==> src/logic/vom_consts.svh <==
// timing and code constants for the overcurrent monitor
`ifndef VOM_CONSTS_SVH
`define VOM_CONSTS_SVH
`define VOM_CLK_PERIOD_NS 8
`define VOM_TIME_SHORT_NS 1750
`define VOM_TIME_MID_NS 3500
`define VOM_TIME_LONG_NS 7000
`define VOM_CYC_SHORT ((`VOM_TIME_SHORT_NS + `VOM_CLK_PERIOD_NS - 1) / `VOM_CLK_PERIOD_NS)
`define VOM_CYC_MID ((`VOM_TIME_MID_NS + `VOM_CLK_PERIOD_NS - 1) / `VOM_CLK_PERIOD_NS)
`define VOM_CYC_LONG ((`VOM_TIME_LONG_NS + `VOM_CLK_PERIOD_NS - 1) / `VOM_CLK_PERIOD_NS)
`define VOM_WARN_PULSE_US 56
`define VOM_WARN_PULSE_CYC ((`VOM_WARN_PULSE_US * 1000) / `VOM_CLK_PERIOD_NS)
`define VOM_READY_MS 10
`define VOM_READY_CYC ((`VOM_READY_MS * 1000000 + `VOM_CLK_PERIOD_NS - 1) / `VOM_CLK_PERIOD_NS)
`define VOM_SEL_NONE 2'h0
`define VOM_SEL_SHORT 2'h1
`define VOM_SEL_MID 2'h2
`define VOM_LEVEL_TOP 5'h1F
`define VOM_LEVEL_MAX 5'h1E
`define VOM_TMR_W 10
`endif

==> src/logic/vom_pkg.sv <==
// types shared by the overcurrent monitor
package vom_pkg;
  typedef struct packed {
    logic [1:0] overcurrent_deglitch_sel;
    logic [1:0] overcurrent_blank_sel;
    logic [4:0] drain_source_trip_level;
  } vom_cfg_t;

  typedef struct packed {
    logic [5:0] oc_fault;
    logic spi_ready;
  } vom_status_t;

  typedef enum logic [1:0] {
    VOM_WARN_IDLE = 2'b01,
    VOM_WARN_PULSE = 2'b10
  } vom_warn_state_t;
endpackage : vom_pkg

==> src/logic/vom_monitor.sv <==
// overcurrent fault monitor and fault pin driver for six mosfets
// How it works
// - deglitch select 00/01/10/11 gives 0, 1.75, 3.5, 7 us persistence.
// - blanking select gives 0, 1.75, 3.5, 7 us ignore after switching.
// - warning drives fault pin low as one 56 us pulse.
// - any fault pulls fault pin low and latches cause in status.
// - each of six mosfets has its own overcurrent status bit.
// - with both selects 00, gates off and fault within 1 us.
`timescale 1ns/10ps
`include "vom_consts.svh"
module vom_monitor #(
  parameter int NFET = 6,
  parameter int WARN_CYC = `VOM_WARN_PULSE_CYC,
  parameter int READY_CYC = `VOM_READY_CYC
) (
  // clock and reset
  input wire logic sys_clk,
  input wire logic nrst,
  // configuration
  input wire vom_pkg::vom_cfg_t cfg,
  // analog side
  input wire logic [NFET-1:0] cmp_trip,
  input wire logic [NFET-1:0] gate_switch,
  output logic [4:0] trip_level_code,
  // events and host controls
  input wire logic warn_evt,
  input wire logic status_clear,
  // status to the serial interface
  output vom_pkg::vom_status_t status,
  output logic gates_off,
  // open-drain fault pin
  input wire logic fault_out_n_di,
  output logic fault_out_n_do,
  output logic fault_out_n_oe,
  output logic fault_pin_low
);
  localparam int TW = `VOM_TMR_W;
  localparam int WW = $clog2(WARN_CYC + 1);
  localparam int RW = $clog2(READY_CYC + 1);
  localparam logic [WW-1:0] WARN_LAST = WW'(WARN_CYC - 1);
  localparam logic [RW-1:0] READY_LAST = RW'(READY_CYC);

  ////////////////////////////////////////////////////////////////////////////
  // reset release
  logic rst_meta_ff, rst_sync_ff;

  always_ff @(posedge sys_clk or negedge nrst)
  begin
    if (!nrst)
    begin
      rst_meta_ff <= 1'b0;
      rst_sync_ff <= 1'b0;
    end
    else
    begin
      rst_meta_ff <= 1'b1;
      rst_sync_ff <= rst_meta_ff;
    end
  end

  ////////////////////////////////////////////////////////////////////////////
  // selector decode, shared by blanking and deglitch
  function automatic logic [TW-1:0] sel_to_cyc(input logic [1:0] sel);
    case (sel)
      `VOM_SEL_NONE: sel_to_cyc = '0;
      `VOM_SEL_SHORT: sel_to_cyc = TW'(`VOM_CYC_SHORT);
      `VOM_SEL_MID: sel_to_cyc = TW'(`VOM_CYC_MID);
      default: sel_to_cyc = TW'(`VOM_CYC_LONG);
    endcase
  endfunction : sel_to_cyc

  logic [TW-1:0] blank_cyc, degl_cyc;
  assign blank_cyc = sel_to_cyc(cfg.overcurrent_blank_sel);
  assign degl_cyc = sel_to_cyc(cfg.overcurrent_deglitch_sel);

  logic [NFET-1:0] trip;

  genvar gi;
  generate
    for (gi = 0; gi < NFET; gi++)
    begin : g_fet
      vom_fet_filter #(.TW(TW)) u_filt (
        .sys_clk(sys_clk),
        .rst_n(rst_sync_ff),
        .cmp_trip(cmp_trip[gi]),
        .gate_switch(gate_switch[gi]),
        .blank_cyc(blank_cyc),
        .degl_cyc(degl_cyc),
        .trip(trip[gi])
      );
    end
  endgenerate

  ////////////////////////////////////////////////////////////////////////////
  // fault status, warning pulse, ready timer
  logic [NFET-1:0] oc_ff, nxt_oc;
  logic gates_off_ff, nxt_gates_off;
  logic oe_ff, nxt_oe;
  logic do_ff, nxt_do;
  logic pin_low_ff, nxt_pin_low;
  logic [4:0] level_ff, nxt_level;
  vom_pkg::vom_warn_state_t warn_st_ff, nxt_warn_st;
  logic [WW-1:0] warn_cnt_ff, nxt_warn_cnt;
  logic [RW-1:0] ready_cnt_ff, nxt_ready_cnt;
  logic ready_ff, nxt_ready;

  always_comb
  begin
    // set wins over a clear in the same cycle
    nxt_oc = (status_clear ? '0 : oc_ff) | trip;
    nxt_gates_off = |nxt_oc;
    // summary indication: latched faults hold it, warnings pulse it
    nxt_oe = (|nxt_oc) || (nxt_warn_st == vom_pkg::VOM_WARN_PULSE);
    // open drain: only ever pulled low, the external pull-up gives the high
    nxt_do = 1'b0;
  end

  always_ff @(posedge sys_clk or negedge rst_sync_ff)
  begin
    if (!rst_sync_ff)
    begin
      oc_ff <= '0;
      gates_off_ff <= 1'b0;
      oe_ff <= 1'b0;
      do_ff <= 1'b0;
    end
    else
    begin
      oc_ff <= nxt_oc;
      gates_off_ff <= nxt_gates_off;
      oe_ff <= nxt_oe;
      do_ff <= nxt_do;
    end
  end

  ////////////////////////////////////////////////////////////////////////////
  // warning pulse
  always_comb
  begin
    nxt_warn_st = warn_st_ff;
    nxt_warn_cnt = warn_cnt_ff;
    case (warn_st_ff)
      vom_pkg::VOM_WARN_IDLE:
      begin
        if (warn_evt)
        begin
          nxt_warn_st = vom_pkg::VOM_WARN_PULSE;
          nxt_warn_cnt = '0;
        end
      end
      vom_pkg::VOM_WARN_PULSE:
      begin
        // pulse length fixed; repeated warnings inside it are absorbed
        if (warn_cnt_ff == WARN_LAST)
        begin
          nxt_warn_st = vom_pkg::VOM_WARN_IDLE;
        end
        else
        begin
          nxt_warn_cnt = warn_cnt_ff + 1'b1;
        end
      end
      default:
      begin
        nxt_warn_st = vom_pkg::VOM_WARN_IDLE;
        nxt_warn_cnt = '0;
      end
    endcase
  end

  always_ff @(posedge sys_clk or negedge rst_sync_ff)
  begin
    if (!rst_sync_ff)
    begin
      warn_st_ff <= vom_pkg::VOM_WARN_IDLE;
      warn_cnt_ff <= '0;
    end
    else
    begin
      warn_st_ff <= nxt_warn_st;
      warn_cnt_ff <= nxt_warn_cnt;
    end
  end

  ////////////////////////////////////////////////////////////////////////////
  // pin sample and trip level
  always_comb
  begin
    nxt_pin_low = !fault_out_n_di;
    // top code aliases the one below it
    if (cfg.drain_source_trip_level == `VOM_LEVEL_TOP)
    begin
      nxt_level = `VOM_LEVEL_MAX;
    end
    else
    begin
      nxt_level = cfg.drain_source_trip_level;
    end
  end

  always_ff @(posedge sys_clk or negedge rst_sync_ff)
  begin
    if (!rst_sync_ff)
    begin
      pin_low_ff <= 1'b0;
      level_ff <= '0;
    end
    else
    begin
      pin_low_ff <= nxt_pin_low;
      level_ff <= nxt_level;
    end
  end

  ////////////////////////////////////////////////////////////////////////////
  // ready timer
  always_comb
  begin
    // status reads are valid only once this flag rises
    nxt_ready_cnt = ready_cnt_ff;
    nxt_ready = ready_ff;
    if (ready_cnt_ff == READY_LAST)
    begin
      nxt_ready = 1'b1;
    end
    else
    begin
      nxt_ready_cnt = ready_cnt_ff + 1'b1;
    end
  end

  always_ff @(posedge sys_clk or negedge rst_sync_ff)
  begin
    if (!rst_sync_ff)
    begin
      ready_cnt_ff <= '0;
      ready_ff <= 1'b0;
    end
    else
    begin
      ready_cnt_ff <= nxt_ready_cnt;
      ready_ff <= nxt_ready;
    end
  end

  // one driver for the whole status word
  assign status = vom_pkg::vom_status_t'({oc_ff, ready_ff});
  assign gates_off = gates_off_ff;
  assign fault_out_n_oe = oe_ff;
  assign fault_out_n_do = do_ff;
  assign fault_pin_low = pin_low_ff;
  assign trip_level_code = level_ff;
endmodule : vom_monitor

==> src/logic/vom_fet_filter.sv <==
// blanking and deglitch filter for one mosfet comparator
`timescale 1ns/10ps
`include "vom_consts.svh"
module vom_fet_filter #(
  parameter int TW = `VOM_TMR_W
) (
  // clock and reset
  input wire logic sys_clk,
  input wire logic rst_n,
  // comparator and switching
  input wire logic cmp_trip,
  input wire logic gate_switch,
  // windows in cycles, zero means off
  input wire logic [TW-1:0] blank_cyc,
  input wire logic [TW-1:0] degl_cyc,
  // qualified trip, high every cycle while the comparator stays qualified
  output logic trip
);
  logic [TW-1:0] blank_ff, nxt_blank;
  logic [TW-1:0] degl_ff, nxt_degl;
  logic trip_ff, nxt_trip;

  always_comb
  begin
    nxt_blank = blank_ff;
    nxt_degl = degl_ff;
    nxt_trip = 1'b0;
    if (gate_switch)
    begin
      nxt_blank = blank_cyc;
    end
    else if (blank_ff != '0)
    begin
      nxt_blank = blank_ff - 1'b1;
    end
    // blanked comparator restarts the deglitch window
    if (gate_switch && blank_cyc != '0 || blank_ff != '0 || !cmp_trip)
    begin
      nxt_degl = '0;
    end
    else if (degl_ff >= degl_cyc)
    begin
      nxt_trip = 1'b1;
    end
    else
    begin
      nxt_degl = degl_ff + 1'b1;
    end
  end

  always_ff @(posedge sys_clk or negedge rst_n)
  begin
    if (!rst_n)
    begin
      blank_ff <= '0;
      degl_ff <= '0;
      trip_ff <= 1'b0;
    end
    else
    begin
      blank_ff <= nxt_blank;
      degl_ff <= nxt_degl;
      trip_ff <= nxt_trip;
    end
  end

  assign trip = trip_ff;
endmodule : vom_fet_filter

==> config.mk <==
export PLATFORM = sky130hd
export DESIGN_NAME = vom_monitor
export DESIGN_NICKNAME = d
export VERILOG_FILES = /design/src/logic/vom_pkg.sv /design/src/logic/vom_monitor.sv /design/src/logic/vom_fet_filter.sv
export VERILOG_INCLUDE_DIRS = /design/src /design/src/logic
export SDC_FILE = /design/constraint.sdc
export NUM_CORES = 1
export LEC_CHECK = 0
export ABC_CLOCK_PERIOD_IN_PS = 7500
export BUFFER_PORTS_ARGS = -buffer_cell sky130_fd_sc_hd__buf_4
export CORE_UTILIZATION = 25
export DETAILED_ROUTE_END_ITERATION = 6
export SLEW_MARGIN = 20
export SYNTH_ARGS = -nofsm -noshare
export SYNTH_HDL_FRONTEND = slang
export SYNTH_HIERARCHICAL = 1
export SYNTH_SLANG_ARGS = --single-unit
==> constraint.sdc <==
create_clock -name sys_clk -period 7.5 [get_ports sys_clk]
set_input_delay 0.75 -clock sys_clk [delete_from_list [all_inputs] [get_ports sys_clk]]
set_output_delay 0.75 -clock sys_clk [all_outputs]
set_load 0.01 [all_outputs]
==> metrics.md <==
| Metric | Value |
|---|---|
| Outcome | `finished, final reports clean` |
| Clock Root Buffer | `clkbuf_16` |
| Cell Area, Synth | `around 11,000 um^2` |
| CTS tree | `built` |
| Die Y | `213 um` |
| Clk buf depth | `2` |
| Final hold viol count | `0` |
| Place WS | `between 3 and 4 ns` |
| CP max stage delay | `0.64 ns` |
| Post-route insts no fill | `1,816` |
| Fin crit share | `around 45%` |
| Pint | `between 1.5 and 2 mW` |
| Multi-input combinational cell area | `6100 um^2` |
| Dpl hpwl | `16.8 mm` |
| 1st-pass router iterations | `5` |
| Layout area overhead | `13.1%` |
| H-tree depth | `4` |
| CP startpoint | `cfg[5]` |
| Max-cap violations | `0` |
| Post_cts resized | `0` |
| Share of cells above drive strength 1 | `9.83%` |
| Syn Nets | `1,309` |
| Leakage power | `5.34 nW` |
| Post-route cell area | `12,600 um^2` |
| Number of port buffers | `40` |
| Ant. Diodes | `0` |
| Async S/R FF share, synth | `between 90% and 100%` |
| Buf/Inv on CP | `1` |
| R2r endpoint | `g_fet[3].u_filt/degl_ff[2]` |
| Hold Buf Count CTS | `0` |
| TritonCTS Buffers | `17` |
| Critical Path RT | `7.84 ns` |
| Design Power | `approximately 2.4 mW` |
| Final Core Density | `28.9%` |
| Row count | `76` |
| Nets | `about 1,300` |
| WS Path Type | `in -> reg` |
| Drt total wl | `24.6 mm` |
| Logic pwr share | `16.1%` |
| Core box area | `43,600 um^2` |
| DR DRC count | `0` |
| Routability Congestion | `between 0.8 and 0.9` |
| Reg2Reg Setup Slack | `5.05 ns` |
| Postcts setup bufs | `0` |
| Crit end category | `flip-flop` |
| Seq cells post-synth | `179` |
| CP Depth | `7` |
| Sequential Area | `4480 um^2` |
| Post-synthesis cell count | `1,192` |
| Vias | `8,893` |
| Synth Flop Type | `dfrtp_1` |
| Detailed-route wire length per cell | `~14 um` |
| Yosys cell types | `54` |
| Final setup fails | `0` |
| Worst Path Arrival | `3.73 ns` |
| Switch Pwr | `0.708 mW` |
| Type of the most critical hold path | `in -> async` |
| Io pins | `42` |
| Top delay family on crit path | `simple AND/OR/NAND/NOR gates` |
| Clk pwr share | `37.8%` |
| Power Density | `189 nW/um^2` |
| Max frequency | `296 MHz` |
| Clk pin slew, worst setup/hold paths | `0.07 ns` |
| CP endpoint | `g_fet[1].u_filt/degl_ff[6]` |
| CP max FO | `36` |
| Sequential share of power | `a little under half` |
| Maximum vdd drop | `167 uV` |
| RSZ-0062 raised after global routing | `false` |
| Setup TNS | `0 ns` |
| Fill cells | `around 4,600` |
| Initial core utilization | `25.6%` |
| Min cycle time layout | `about 3.4 ns` |
| Initial antenna violation count | `0` |
| R2R depth | `6` |
| CP Launch Type | `input port` |
| Insertion delay to the later sink of the worst-skew pair | `0.44 ns` |
| Largest net degree at the start of global routing | `around 160` |
| TritonCTS Sinks | `179` |
| Global-route wire length before repair | `42.0 mm` |
| Number of flops mapped to enable cells by yosys | `0` |
| Area after DPL | `12,000 um^2` |
| Total grt overflow | `0` |
| Final WS setup | `4.12 ns` |
| 1st-iter DRT viols | `between 500 and 600` |
| Switching part of the total | `29.7%` |
| Sequential area share after synthesis | `40.2%` |
| Slowest-stage cell, CP | `or2_2` |
| Tot GR Track Use | `11.3%` |
| Cells along the critical path | `buf_4 > ha_1 > or2_2 > or4_1 > o41ai_1 > nand3_1 > a21oi_1` |
| DP Cell Count | `~1,800` |
| Max-slew headroom | `31.5%` |
| Yosys warnings | `6` |
| Antenna-violating nets left | `0` |
| Max Slew Vio Count | `0` |
| Layout Skew | `0.0127 ns` |
| Vias in the first global route | `8,724` |
| Vias per inst | `4.90` |
| Avg Synthesized Cell Area | `9.35 um^2` |
| Die outline width | `213 um` |
| Final hold slack | `0.0779 ns` |
| Slew @ Worst Pin | `1.03 ns` |
| Die Area | `~45,000 um^2` |
| Reg-to-reg startpoint | `g_fet[3].u_filt/blank_ff[0]` |
[metal layers]
metal / wire (um) / vias up / track usage [%]
met1: 12200 / 4348 / 15.2
met4: 348 / 0 / 3.72
met5: 0 / - / 0
li1: - / 4401 / -
met2: 11400 / 123 / 18.4
met3: 662 / 21 / 1.88
[power by group through the flow]
stage | clock network (mW) | registers [mW] | logic, mW
after floorplan | 0 | 1.11 | 0.286
after global placement | 0 | 1.11 | 0.376
after detailed placement | 0 | 1.12 | 0.385
after CTS | 0.936 | 1.10 | 0.387
after global routing | 0.973 | 1.11 | 0.441
final | 0.900 | 1.10 | 0.383
[sequential cells by signal, summed over array words and instances (netlist names), 2 cells and up]
| register | cells |
|---|---|
| g_fet.u_filt/degl_ff | 60 |
| g_fet.u_filt/blank_ff | 60 |
| ready_cnt_ff | 21 |
| oc_ff | 6 |
| trip_level_code | 5 |
| g_fet.u_filt/trip | 6 |
| warn_cnt_ff | 13 |
| warn_st_ff | 2 |
[synth_stat cells, drive strengths merged (6+ instances only)]
master	instances	area (um^2)
dfrtp	178	4450
nand2	113	424
inv	101	379
a21oi	98	513
ha	91	1140
o21ai	68	340
o31ai	62	465
or4	58	462
xnor2	57	499
nor2	40	150
nand4	34	219
nand3	30	150
nor3	28	140
or3	27	169
clkbuf	26	97.6
nand2b	19	119
a21o	13	98.9
and4	13	114
nor4b	13	114
nor3b	12	158
o211ai	10	75.1
buf	9	90.1
and2	8	50.1
a211o	7	61.3
mux2	7	82.6
mux2i	7	70.1
or2	7	43.8
and3	6	38.8
o221ai	6	52.6
o22ai	6	37.5
o41ai	6	52.6
or3b	6	52.6
[cell families after synthesis]
family                   count (synthesis)  synth area share [%]
AND/OR/NAND/NOR                        427                  22.5
AO/OA/AOI/OAI                          282                  15.7
flip-flops                             179                  40.2
buffers and inverters                  136                  5.09
adder cells (fa/ha/maj)                 91                  10.2
XOR/XNOR                                61                  4.79
multiplexers                            14                  1.37
other                                    2                0.0674
[worst min path at each step]
stage	start	to	slack [ns]	depth (start not counted)
floorplan	rst_meta_ff	rst_sync_ff	0.33	0
CTS	nrst	rst_sync_ff	0.05	1
global route	nrst	rst_sync_ff	0.05	1
finish	nrst	rst_sync_ff	0.08	1
detailed placement	rst_sync_ff	trip_level_code[2]	0.25	0
global placement	rst_sync_ff	trip_level_code[4]	0.25	0
[worst reg2reg max path, cell delays in order (launching register included)]
cell     delay, ns
dfrtp_1       0.39
inv_1         0.11
ha_1          0.20
nor4b_1       0.39
nor3b_4       0.51
nand3_1       0.48
a21oi_1       0.27
[cell type report]
class	instances	area share [%]
multi-input combinational	877	48.4
timing repair buffer	42	2.60
inverter	101	3.01
tap	585	5.81
clock inverter	14	1.12
clock buffer	18	3.49
sequential	179	35.6
[placed cells by master, fill, tap and decap left out, types with 17 or more instances in the layout]
cell type / count
nand2b_1: 19
ha_1: 91
nand3_1: 30
o31ai_1: 62
or3_1: 27
o21ai_0: 68
nand4_1: 33
dfrtp_1: 177
buf_4: 40
xnor2_1: 57
inv_1: 101
clkbuf_16: 17
or4_1: 51
nand2_1: 113
nor3_1: 28
nor2_1: 40
a21oi_1: 92
Power figures use the tool's default switching activity.
